`src/pkg/touch_detect_regs.svh`:
```
/*
 * register offsets, field positions, reset values and timing counts of
 * the touch detect output logic; included by bare name
 */
`ifndef TOUCH_DETECT_REGS_SVH
`define TOUCH_DETECT_REGS_SVH

`define ADR_CTRL           4'h0
`define ADR_LEVELS         4'h1
`define ADR_INTEG          4'h2
`define ADR_TIMING         4'h3
`define ADR_STATUS         4'h4
`define ADR_MAXON          4'h5

`define CTRL_POL_HIGH      0
`define CTRL_FLIP_EN       1
`define CTRL_LATCH_EN      2
`define CTRL_HEALTH_DIS    3
`define CTRL_FAST_ASSERT   4
`define CTRL_FAST_RELEASE  5
`define CTRL_SENSE_NEG     6
`define CTRL_STORED_REF    7
`define CTRL_LEARN_EX      8
`define CTRL_WIDTH         9

`define STAT_REL_LSB       16
`define STAT_DET_ACTIVE    28
`define STAT_OUT_STATE     29
`define STAT_CFG_CONFLICT  30

`define RST_CTRL           9'h000
`define RST_DETECT_LEVEL   8'h06
`define RST_RELEASE_MARGIN 8'h02
`define RST_ASSERT_TARGET  9'h00a
`define RST_RELEASE_TARGET 9'h00a
`define RST_MAX_ON_COUNT   8'h0e
`define RST_SLEEP_CYCLES   8'h01

`define MAX_ON_DISABLE     8'hff
`define MAX_ON_SHIFT_SLEEP 4
`define MAX_ON_SHIFT_AWAKE 8

`define CLK_PERIOD_NS      100
`define HEALTH_PULSE_NS    15000
`define HEALTH_PULSE_CYC   ((`HEALTH_PULSE_NS + `CLK_PERIOD_NS - 1) / `CLK_PERIOD_NS)

`endif

```
`src/pkg/touch_detect_pkg.sv`:
```
/*
 * types of the touch detect output logic
 * assumes the constants of touch_detect_regs.svh alongside
 */
package touch_detect_pkg;

  typedef enum logic [1:0] {
    HP_IDLE  = 2'b01,
    HP_FLOAT = 2'b10
  } health_state_e;

endpackage

```
`src/core/touch_detect_output_logic.sv`:
```
/*
 * post-acquisition detection, integrators, max-on timer and output pin
 * driver of a single-channel capacitance sensor, with a classic
 * wishbone register slave.
 * assumes the acquisition logic gives a one-cycle burst_done_i with a
 * signed deviation on delta_i, asks for a burst with burst_req_i and
 * starts it on burst_go_o; the pin wire is resolved outside.
 */
// Chosen here: the Wishbone register port and the register offsets.
`timescale 1ns/1ps
`include "touch_detect_regs.svh"

module touch_detect_output_logic #(
  parameter int DELTA_W = 16,
  parameter int HP_CYC  = `HEALTH_PULSE_CYC
) (
  input  wire logic               clk_i,
  input  wire logic               rst_i,
  input  wire logic [5:0]         adr_i,
  input  wire logic [31:0]        dat_i,
  output logic      [31:0]        dat_o,
  input  wire logic [3:0]         sel_i,
  input  wire logic               we_i,
  input  wire logic               cyc_i,
  input  wire logic               stb_i,
  output logic                    ack_o,
  input  wire logic               burst_done_i,
  input  wire logic signed [DELTA_W-1:0] delta_i,
  input  wire logic               burst_req_i,
  output logic                    burst_go_o,
  output logic                    fast_rate_o,
  output logic                    recal_o,
  input  wire logic               cal_clear_n_i,
  output logic                    out_o,
  output logic                    out_oe_o
);

  function automatic logic [31:0] merge(input logic [31:0] old, input logic [31:0] nw,
                                        input logic [3:0] sel);
    logic [31:0] r;
    r = old;
    for (int i = 0; i < 4; i++) begin
      if (sel[i]) begin
        r[i*8 +: 8] = nw[i*8 +: 8];
      end
    end
    return r;
  endfunction

  logic [`CTRL_WIDTH-1:0] ctrl_r;
  logic [7:0]             detect_level_r;
  logic [7:0]             release_margin_r;
  logic [8:0]             assert_target_r;
  logic [8:0]             release_target_r;
  logic [7:0]             max_on_count_r;
  logic [7:0]             sleep_cycles_r;
  logic [8:0]             assert_cnt_r;
  logic [8:0]             release_cnt_r;
  logic [16:0]            max_on_cnt_r;
  logic                   det_active_r;
  logic                   out_state_r;
  logic                   clr_pend_r;
  logic [2:0]             clr_sync_r;
  logic                   clr_stable_r;
  logic [7:0]             hp_cnt_r;
  touch_detect_pkg::health_state_e hp_state_r;

  logic        wb_hit;
  logic [3:0]  wb_idx;
  logic [31:0] rd_val;
  logic        latch_on;
  logic        cfg_conflict;
  logic signed [DELTA_W:0] dev;
  logic signed [DELTA_W:0] rel_level;
  logic        meets;
  logic        beyond;
  logic [8:0]  assert_inc;
  logic [8:0]  release_inc;
  logic        confirm;
  logic        release_done;
  logic [16:0] max_on_limit;
  logic        timeout;
  logic        ext_recal;
  logic        latch_clear;
  logic        health_on;
  logic [31:0] wr_merged;
  logic        hp_float;

  assign wb_hit = cyc_i && stb_i && !ack_o;
  assign wb_idx = adr_i[5:2];

  // latch mode is refused with stored-reference or learn modes
  assign cfg_conflict = ctrl_r[`CTRL_LATCH_EN] &&
                        (ctrl_r[`CTRL_STORED_REF] || ctrl_r[`CTRL_LEARN_EX]);
  assign latch_on = ctrl_r[`CTRL_LATCH_EN] && !cfg_conflict;

  // sense-adjusted deviation against detect level and release level
  assign dev = ctrl_r[`CTRL_SENSE_NEG] ? -{delta_i[DELTA_W-1], delta_i}
                                       : {delta_i[DELTA_W-1], delta_i};
  assign meets = dev >= $signed({{(DELTA_W-8){1'b0}}, 1'b0, detect_level_r});
  assign rel_level = $signed({{(DELTA_W-8){1'b0}}, 1'b0, detect_level_r}) -
                     $signed({{(DELTA_W-8){1'b0}}, 1'b0, release_margin_r});
  assign beyond = dev < rel_level;

  assign assert_inc   = assert_cnt_r + 9'h001;
  assign release_inc  = release_cnt_r + 9'h001;
  // a recalibration in the same burst wins over a new detection
  assign confirm      = burst_done_i && !det_active_r && meets && !ext_recal &&
                        (assert_inc >= assert_target_r);
  assign release_done = burst_done_i && det_active_r && beyond &&
                        (release_inc >= release_target_r);

  assign max_on_limit = (sleep_cycles_r == 8'h00) ?
                        ({9'h000, max_on_count_r} + 17'h00001) << `MAX_ON_SHIFT_AWAKE :
                        ({9'h000, max_on_count_r} + 17'h00001) << `MAX_ON_SHIFT_SLEEP;
  assign timeout = burst_done_i && det_active_r && !release_done &&
                   (max_on_count_r != `MAX_ON_DISABLE) &&
                   (max_on_cnt_r + 17'h00001 >= max_on_limit);

  // clear pin: low sampled at a burst clears a latched output, otherwise recalibrate once it is high again
  assign latch_clear = burst_done_i && latch_on && !clr_stable_r;
  assign ext_recal   = burst_done_i && !latch_on && clr_pend_r && clr_stable_r;

  assign health_on = !(ctrl_r[`CTRL_HEALTH_DIS] && sleep_cycles_r == 8'h00);

  // write data merged into the addressed word by byte lane
  assign wr_merged = merge(rd_val, dat_i, sel_i);

  // pin floats from the accepted request until the last float cycle
  assign hp_float = (hp_state_r == touch_detect_pkg::HP_IDLE && burst_req_i && health_on) ||
                    (hp_state_r == touch_detect_pkg::HP_FLOAT && hp_cnt_r != 8'h00);

  // register writes
  always_ff @(posedge clk_i) begin
    if (rst_i) begin
      ctrl_r           <= `RST_CTRL;
      detect_level_r   <= `RST_DETECT_LEVEL;
      release_margin_r <= `RST_RELEASE_MARGIN;
      assert_target_r  <= `RST_ASSERT_TARGET;
      release_target_r <= `RST_RELEASE_TARGET;
      max_on_count_r   <= `RST_MAX_ON_COUNT;
      sleep_cycles_r   <= `RST_SLEEP_CYCLES;
    end else if (wb_hit && we_i) begin
      case (wb_idx)
        `ADR_CTRL: begin
          ctrl_r <= wr_merged[`CTRL_WIDTH-1:0];
        end
        `ADR_LEVELS: begin
          detect_level_r   <= wr_merged[7:0];
          release_margin_r <= wr_merged[15:8];
        end
        `ADR_INTEG: begin
          assert_target_r  <= wr_merged[8:0];
          release_target_r <= wr_merged[24:16];
        end
        `ADR_TIMING: begin
          max_on_count_r <= wr_merged[7:0];
          sleep_cycles_r <= wr_merged[15:8];
        end
        default: begin
        end
      endcase
    end
  end

  // read mux
  always_comb begin
    rd_val = 32'h0000_0000;
    case (wb_idx)
      `ADR_CTRL:   rd_val = {23'h0, ctrl_r};
      `ADR_LEVELS: rd_val = {16'h0, release_margin_r, detect_level_r};
      `ADR_INTEG:  rd_val = {7'h0, release_target_r, 7'h0, assert_target_r};
      `ADR_TIMING: rd_val = {16'h0, sleep_cycles_r, max_on_count_r};
      `ADR_STATUS: begin
        rd_val[8:0] = assert_cnt_r;
        rd_val[`STAT_REL_LSB +: 9] = release_cnt_r;
        rd_val[`STAT_DET_ACTIVE] = det_active_r;
        rd_val[`STAT_OUT_STATE] = out_state_r;
        rd_val[`STAT_CFG_CONFLICT] = cfg_conflict;
      end
      `ADR_MAXON:  rd_val = {15'h0, max_on_cnt_r};
      default:     rd_val = 32'h0000_0000;
    endcase
  end

  // bus answer one cycle after the strobe, dropped the next cycle
  always_ff @(posedge clk_i) begin
    if (rst_i) begin
      ack_o <= 1'b0;
      dat_o <= 32'h0000_0000;
    end else begin
      ack_o <= wb_hit;
      dat_o <= (wb_hit && !we_i) ? rd_val : 32'h0000_0000;
    end
  end

  // clear pin synchroniser; stable once second and third stages agree
  always_ff @(posedge clk_i) begin
    if (rst_i) begin
      clr_sync_r   <= 3'h7;
      clr_stable_r <= 1'b1;
    end else begin
      clr_sync_r <= {clr_sync_r[1:0], cal_clear_n_i};
      if (clr_sync_r[1] == clr_sync_r[2]) begin
        clr_stable_r <= clr_sync_r[2];
      end
    end
  end

  always_ff @(posedge clk_i) begin
    if (rst_i) begin
      clr_pend_r <= 1'b0;
    end else if (burst_done_i) begin
      clr_pend_r <= !latch_on && !clr_stable_r;
    end
  end

  // integrators and detection state
  always_ff @(posedge clk_i) begin
    if (rst_i) begin
      assert_cnt_r  <= 9'h000;
      release_cnt_r <= 9'h000;
      det_active_r  <= 1'b0;
    end else if (timeout || ext_recal) begin
      assert_cnt_r  <= 9'h000;
      release_cnt_r <= 9'h000;
      det_active_r  <= 1'b0;
    end else if (burst_done_i) begin
      if (!det_active_r) begin
        release_cnt_r <= 9'h000;
        if (confirm) begin
          assert_cnt_r <= 9'h000;
          det_active_r <= 1'b1;
        end else if (meets) begin
          assert_cnt_r <= assert_inc;
        end else begin
          assert_cnt_r <= 9'h000;
        end
      end else begin
        if (release_done) begin
          release_cnt_r <= 9'h000;
          det_active_r  <= 1'b0;
        end else if (beyond) begin
          release_cnt_r <= release_inc;
        end else begin
          release_cnt_r <= 9'h000;
        end
      end
    end
  end

  // max-on timer restarts whenever the detection ends
  always_ff @(posedge clk_i) begin
    if (rst_i) begin
      max_on_cnt_r <= 17'h00000;
    end else if (timeout || ext_recal || !det_active_r) begin
      max_on_cnt_r <= 17'h00000;
    end else if (burst_done_i) begin
      max_on_cnt_r <= max_on_cnt_r + 17'h00001;
    end
  end

  always_ff @(posedge clk_i) begin
    if (rst_i) begin
      recal_o <= 1'b0;
    end else begin
      recal_o <= timeout || ext_recal;
    end
  end

  // logical output state per mode; a detection beats a same-burst clear
  always_ff @(posedge clk_i) begin
    if (rst_i) begin
      out_state_r <= 1'b0;
    end else if (ctrl_r[`CTRL_FLIP_EN]) begin
      if (confirm) begin
        out_state_r <= !out_state_r;
      end
    end else if (latch_on) begin
      if (confirm) begin
        out_state_r <= 1'b1;
      end else if (latch_clear) begin
        out_state_r <= 1'b0;
      end
    end else if (confirm) begin
      out_state_r <= 1'b1;
    end else if (release_done || timeout || ext_recal) begin
      out_state_r <= 1'b0;
    end
  end

  // fast burst rate while an enabled integrator is pending
  always_ff @(posedge clk_i) begin
    if (rst_i) begin
      fast_rate_o <= 1'b0;
    end else begin
      fast_rate_o <= (ctrl_r[`CTRL_FAST_ASSERT] && !det_active_r &&
                      assert_cnt_r != 9'h000) ||
                     (ctrl_r[`CTRL_FAST_RELEASE] && det_active_r &&
                      release_cnt_r != 9'h000);
    end
  end

  // health pulse: float the pin before each burst starts, unless health is disabled with zero sleep cycles
  always_ff @(posedge clk_i) begin
    if (rst_i) begin
      hp_state_r <= touch_detect_pkg::HP_IDLE;
      hp_cnt_r   <= 8'h00;
      burst_go_o <= 1'b0;
    end else begin
      burst_go_o <= 1'b0;
      case (hp_state_r)
        touch_detect_pkg::HP_IDLE: begin
          if (burst_req_i && health_on) begin
            hp_state_r <= touch_detect_pkg::HP_FLOAT;
            hp_cnt_r   <= 8'(HP_CYC - 1);
          end else if (burst_req_i) begin
            burst_go_o <= 1'b1;
          end
        end
        touch_detect_pkg::HP_FLOAT: begin
          if (hp_cnt_r == 8'h00) begin
            hp_state_r <= touch_detect_pkg::HP_IDLE;
            burst_go_o <= 1'b1;
          end else begin
            hp_cnt_r <= hp_cnt_r - 8'h01;
          end
        end
        default: begin
          hp_state_r <= touch_detect_pkg::HP_IDLE;
        end
      endcase
    end
  end

  // pin level and enable
  always_ff @(posedge clk_i) begin
    if (rst_i) begin
      out_o    <= 1'b1;
      out_oe_o <= 1'b1;
    end else begin
      out_o    <= ctrl_r[`CTRL_POL_HIGH] ? out_state_r : !out_state_r;
      out_oe_o <= !hp_float;
    end
  end

endmodule // touch_detect_output_logic

```
`config.mk`:
```
export PLATFORM = sky130hd
export DESIGN_NAME = touch_detect_output_logic
export DESIGN_NICKNAME = d
export VERILOG_FILES = /design/src/pkg/touch_detect_pkg.sv /design/src/core/touch_detect_output_logic.sv
export VERILOG_INCLUDE_DIRS = /design/src /design/src/pkg
export SDC_FILE = /design/constraint.sdc
export NUM_CORES = 1
export LEC_CHECK = 0
export BUFFER_PORTS_ARGS = -buffer_cell sky130_fd_sc_hd__buf_2
export CAP_MARGIN = 20
export CORE_ASPECT_RATIO = 0.9
export CORE_MARGIN = 10
export CORE_UTILIZATION = 33
export DETAILED_ROUTE_END_ITERATION = 6
export GPL_TIMING_DRIVEN = 0
export MAX_ROUTING_LAYER = met4
export PLACE_DENSITY_LB_ADDON = 0.12
export SLEW_MARGIN = 20
export SYNTH_ARGS = -nofsm -noshare
export SYNTH_HDL_FRONTEND = slang
export SYNTH_SLANG_ARGS = --single-unit
```
`constraint.sdc`:
```
create_clock -name clk_i -period 4.5 [get_ports clk_i]
set_clock_uncertainty 0.2 [all_clocks]
set_input_delay 0.45 -clock clk_i [delete_from_list [all_inputs] [get_ports clk_i]]
set_output_delay 0.45 -clock clk_i [all_outputs]
set_load 0.02 [all_outputs]
```
==> After elaboration in Yosys (flattened, before gate mapping) <==
Cells that the tools add are included.
W data, S select, Z words.
{ "classes": {"eq_ne": 14, "magnitude_cmp": 5, "n_reduce_logical": 68, "n_bitwise": 2, "add_sub_neg": 7, "muxes": 36} }
{ "ops": {"columns": ["op", "count"], "rows": [
  ["$pmux W9 S6", 1],
  ["$mux W9", 5],
  ["$mux W8", 5],
  ["$mux W17", 2],
  ["$logic_and A1 B1 Y1", 31],
  ["$pmux W9 S3", 1],
  ["$pmux W7 S3", 1],
  ["$add A9 B1 Y9 const B", 2],
  ["$ge A9 B9 Y1", 2],
  ["$reduce_bool A9 Y1", 2],
  ["$add A17 B1 Y17 const B", 1],
  ["$ge A17 B17 Y1", 1],
  ["$ge A17 B9 Y1", 1],
  ["$lt A17 B9 Y1", 1],
  ["$neg A17 Y17", 1],
  ["$logic_not A8 Y1", 2],
  ["$pmux W8 S2", 1],
  ["$mux W1", 15],
  ["$reduce_and A2 Y1", 6],
  ["$logic_not A1 Y1", 11],
  ["$add A8 B1 Y9 const B", 1],
  ["$sub A8 B8 Y9", 1],
  ["$eq A4 B2 Y1 const B", 2],
  ["$eq A4 B3 Y1 const B", 2],
  ["other kinds (21)", 34]
]} }
{ "word_totals": {"input_bits": 66, "regBits": 149, "out_inout_bits": 38, "wordCells": 157} }

==> Logic depth before layout (Yosys ltp) <==
{ "logic_depth": {"word_depth": 15, "mapped_depth": 21, "mapped_depth_nobuf": 19} }

==> Worst setup path before layout <==
OpenSTA, ideal clock, no wires.
{ "synth_timing": {"kind": "input to register", "start": "in delta_i[10]", "end": "reg max_on_cnt_r[10]", "t_arrival_ps": 4176, "setup_time_ps": 65, "cell_stages": 16, "path_buffers": 3, "required_time_ps": 4235, "slack_ps": 59, "cell_sequence": "clkbuf_1 or4_1 or3_1 o21ai_0 xnor2_1 ha_1 a21o_1 a211oi_1 mux2i_1 a211oi_1 nand3_1 a211o_1 or2_1 clkbuf_1 clkbuf_1 nor2_1"} }
{ "synth_between": {"elab_chain_len": 12} }
{ "synth_rtl": {"columns": ["element", "line_no", "text"], "rows": [
  ["start: declaration", "touch_detect_output_logic.sv:28", "input wire logic signed [DELTA_W-1:0] delta_i,"],
  ["$neg A17 Y17", "touch_detect_output_logic.sv:98", "assign dev = ctrl_r[`CTRL_SENSE_NEG] ? -{delta_i[DELTA_W-1], delta_i}"],
  ["$mux W17 *", "touch_detect_output_logic.sv:98", null],
  ["$lt A17 B9 Y1 *", "touch_detect_output_logic.sv:103", "assign beyond = dev < rel_level;"],
  ["$logic_and A1 B1 Y1 * (2 in series)", "touch_detect_output_logic.sv:110", "assign release_done = burst_done_i && det_active_r && beyond &&"],
  ["$logic_not A1 Y1 *", "touch_detect_output_logic.sv:116", "assign timeout = burst_done_i && det_active_r && !release_done &&"],
  ["$logic_and A1 B1 Y1 * (3 in series)", "touch_detect_output_logic.sv:116", null],
  ["$logic_or A1 B1 Y1 * (2 in series)", "touch_detect_output_logic.sv:256", "end else if (timeout || ext_recal || !det_active_r) begin"],
  ["$reduce_or A2 Y1 (no source line) *", null, null],
  ["end signal: assignment", "touch_detect_output_logic.sv:259", "max_on_cnt_r <= max_on_cnt_r + 17'h00001;"],
  ["end: declaration", "touch_detect_output_logic.sv:59", "logic [16:0] max_on_cnt_r;"]
]} }
Every way passes the cells marked *; elsewhere a longest branch is shown, timed or not.
A chain may end at the register's enable or synchronous reset.

==> Final worst setup path <==
{ "layout_timing": {"start": "reg detect_level_r[0]", "end": "reg max_on_cnt_r[11]"} }
{ "layout_between": {"elab_chain_len": 11} }
{ "layout_rtl": {"columns": ["element", "line_no", "text"], "rows": [
  ["start: declaration", "touch_detect_output_logic.sv:51", "logic [7:0] detect_level_r;"],
  ["start signal: assignment", "touch_detect_output_logic.sv:137", "detect_level_r <= `RST_DETECT_LEVEL;"],
  ["start signal: assignment", "touch_detect_output_logic.sv:149", "detect_level_r <= wr_merged[7:0];"],
  ["$sub A8 B8 Y9", "touch_detect_output_logic.sv:101", "assign rel_level = $signed({{(DELTA_W-8){1'b0}}, 1'b0, detect_level_r}) -"],
  ["$lt A17 B9 Y1", "touch_detect_output_logic.sv:103", null],
  ["$logic_and A1 B1 Y1 (2 in series)", "touch_detect_output_logic.sv:110", null],
  ["$logic_not A1 Y1", "touch_detect_output_logic.sv:116", null],
  ["$logic_and A1 B1 Y1 (3 in series)", "touch_detect_output_logic.sv:116", null],
  ["$logic_or A1 B1 Y1 (2 in series)", "touch_detect_output_logic.sv:256", null],
  ["$reduce_or A2 Y1 (no source line)", null, null]
]} }
Every way passes these cells.

==> impl_metrics.toml <==
[outcome]
status = "finished, violations left"
violations = "DRC"

[final_layout]
fin_util_pct = 39.8
area_delta_synth_final_pct = 18.8
fillers = 2773
drive_above_1_share_pct = 14.9
layout_common_cells = "nand2_1, dfxtp_1, nor2_1, buf_2, ha_1"
fin_area_mm2 = 0.0104
fin_nets = 1332
final_common_cell = "nand2_1"

[setup_path]
cp.required_ns = 4.67
worstSetupPathType = "reg2reg"
cp-start-kind = "register"
critPathMaxFanout = 10
end_kind = "register"
cp_data_arrival_time_ns = 4.49

[placement]
dp_hpwl_um = 22900
gp_congestion = 0.858
port_buffers = 83
pre_cts_ws_ns = -1.14
placed_cell_area_mm2 = 0.00962

[global_route]
grt_max_degree = 17
grt_pass1_vias = 7925
overflow = 0
track_usage_pct = 17.7
antenna_found_initial = 1
grt_first_pass_wirelength_um = 45000

[timing]
worstMarginPinSlew_ns = 0.904
setup_ws_ns = 0.177
hold_viol = 0
slew_viol_final = 0
timing.final.crit_share_pct = 96.1
max_freq_mhz = 231
period_needed_ns = 4.32
timing.slew.headroom_pct = 39.2
holdWs_ns = 0.169
setup_viol = 0

[pwr]
power.leakage_nw = 4.10
peakVddDrop_v = 0.000197
powerDensity_mw_per_mm2 = 293
total_power_mw = 3.04

[synthesis]
synthesis.area_mm2 = 0.00874
syn_avg_cell_area_um2 = 8.11
yosysUniqueCellTypes = 61
ys_warn_count = 0
synth_edf_count = 0
seq_area_frac_synth_pct = 33.2
synthArstFlopShare_pct = 0
syn_inst = 1078
ys_ff_latch = 145
synth_ff_type = "dfxtp_1"

[floorplan]
start_util_pct = 33.5
dieHeight_um = 174
die_x_um = 192
fp.coreArea_mm2 = 0.0261
placementRows = 56
die-area_mm2 = 0.0334
io_pins = 104

[drt]
vias = 8061
drtAntennaViolNets = 0
drt_iter0_markers = 539
viasPerCell = 5.19
wl_per_cell_um = 18.9
drc = 1
drt-total-wl_um = 29300
dr.pass1.iters = 7

[clock_network]
clock_latency_ns = 0.43
ctsLongestPathBuffers = 2
htree_levels = 4
cts_tree = "done"
clock_sinks = 145
clk_pin_slew_worst_paths_ns = 0.06
cts_buffers = 17
root_buffer = "clkbuf_16"

[hold_path]
min_path_type = "in2reg"

[flow_run]
maxCapViolations = 0
[worst paths after layout]
path | cells past startpoint | endpoint | start | slack [ns]
max | 21 | max_on_cnt_r[11] | detect_level_r[0] | 0.18
min | 3 | dat_o[30] | we_i | 0.17
max reg2reg | 21 | max_on_cnt_r[11] | detect_level_r[0] | 0.18
min reg2reg | 1 | clr_sync_r[1] | clr_sync_r[0] | 0.21
[layer usage]
| layer | GRT usage [%] | vias to the layer above | wire length, um |
|---|---|---|---|
| met3 | 3.66 | 30 | 1540 |
| met5 | - | - | 0 |
| li1 | - | 4004 | - |
| met1 | 22.4 | 3823 | 13600 |
| met4 | 4.65 | 0 | 509 |
| met2 | 28.1 | 204 | 13700 |
[cell families (layout without fill, tap and decap cells)]
logic type,Yosys count,after routing,share of synthesized area [%]
AOI/OAI and AO/OA,230,230,17.6
muxes,34,34,4.02
DFF,145,145,33.2
buffers and inverters,115,237,5.12
and+or+nand+nor,395,395,20.8
other,1,5,0.0429
adders and majority gates,76,76,11.0
xor gates and xnor gates,82,82,8.22
[power breakdown]
| part | leakage (nW) | switching (mW) | internal [mW] | total (mW) |
|---|---|---|---|---|
| logic | 2.66 | 0.178 | 0.118 | 0.296 |
| clock network | 0.273 | 0.643 | 0.781 | 1.42 |
| registers | 1.17 | 0.0194 | 1.30 | 1.32 |
[critical path: stages, from the launching register on]
cell and delay, ns:
dfxtp_4 0.37, inv_1 0.06, ha_2 0.19, fa_2 0.21
nor2b_1 0.05, o21ai_1 0.11, nand2b_1 0.09, a21o_1 0.18
a21o_1 0.19, a21o_1 0.19, a21o_4 0.23, ha_4 0.21
a21o_1 0.18, a211oi_2 0.23, mux2i_1 0.12, a211oi_2 0.20
buf_4 0.19, nand3_4 0.10, a211o_4 0.39, or2_4 0.30
buf_8 0.15, nor2_1 0.09
[repair_timing]
item                                    4_1_cts  5_1_grt
hold endpoints to repair                      1        0
hold buffers                                  1        0
endpoints found under the setup margin       38       37
setup buffers                                 5        5
gates resized for setup                      12       22
gates cloned                                  0        0
pin swaps                                     2        5
[state kept, by name (all words and copies together), names as in the netlist]
name and cells:
dat_o 28, max_on_cnt_r 17, assert_cnt_r 9, assert_target_r 9, ctrl_r 9, release_cnt_r 9
release_target_r 9, detect_level_r 8, hp_cnt_r 8, max_on_count_r 8, release_margin_r 8, sleep_cycles_r 8
clr_sync_r 3, hp_state_r 2, ack_o 1, burst_go_o 1, clr_pend_r 1, clr_stable_r 1
det_active_r 1, fast_rate_o 1, out_o 1, out_oe_o 1, out_state_r 1, recal_o 1
[cell usage after synthesis, types with 2 or more instances]
cell / instances / area (um2)
nand2_1: 146 / 548
dfxtp_1: 145 / 2900
nor2_1: 109 / 409
ha_1: 75 / 938
a21oi_1: 69 / 345
inv_1: 59 / 221
clkbuf_1: 46 / 173
xnor2_1: 46 / 403
nand3_1: 39 / 195
a22oi_1: 38 / 285
xor2_1: 36 / 315
o21ai_0: 30 / 150
mux2i_1: 25 / 250
and3_1: 15 / 93.8
a31oi_1: 14 / 87.6
a211o_1: 13 / 114
a211oi_1: 13 / 97.6
nand2b_1: 12 / 75.1
nand4_1: 11 / 68.8
a21o_1: 10 / 75.1
nor3_1: 10 / 50.1
mux2_2: 9 / 101
nand3b_1: 9 / 67.6
nor4_1: 9 / 56.3
a222oi_1: 8 / 80.1
or3_1: 6 / 37.5
and2_1: 5 / 31.3
buf_1: 5 / 18.8
nor2b_1: 5 / 31.3
o21a_1: 5 / 37.5
or2_2: 5 / 31.3
buf_4: 4 / 30.0
nor4b_1: 4 / 35.0
o31ai_1: 4 / 30.0
o2111ai_1: 3 / 26.3
o21bai_1: 3 / 22.5
a2111oi_0: 2 / 17.5
a31o_2: 2 / 17.5
nand4b_1: 2 / 17.5
o2111a_1: 2 / 22.5
o211ai_1: 2 / 15.0
o21ai_1: 2 / 10.0
o31ai_2: 2 / 25.0
or4_1: 2 / 15.0
[cell type report]
cell class	instances	area [um2]	share of cell area, %
Tap cell	348	435	4.19
Clock inverter	14	145	1.40
Antenna cell	1	2.50	0.0241
Inverter	59	221	2.13
Clock buffer	18	429	4.13
Sequential cell	145	2910	28.0
Timing Repair Buffer	95	505	4.87
Buffer	51	221	2.13
Multi-Input combinational cell	821	5510	53.1
[through the flow]
step / cells / setup TNS (ns)
after floorplan: 1081 / 0
after global placement: 1512 / -28.36
after detailed placement: 1513 / -27.94
after CTS: 1549 / 0
after global routing: 1552 / -0.796
final: 1552 / 0
Note: power is estimated with default switching activity, not from simulation.
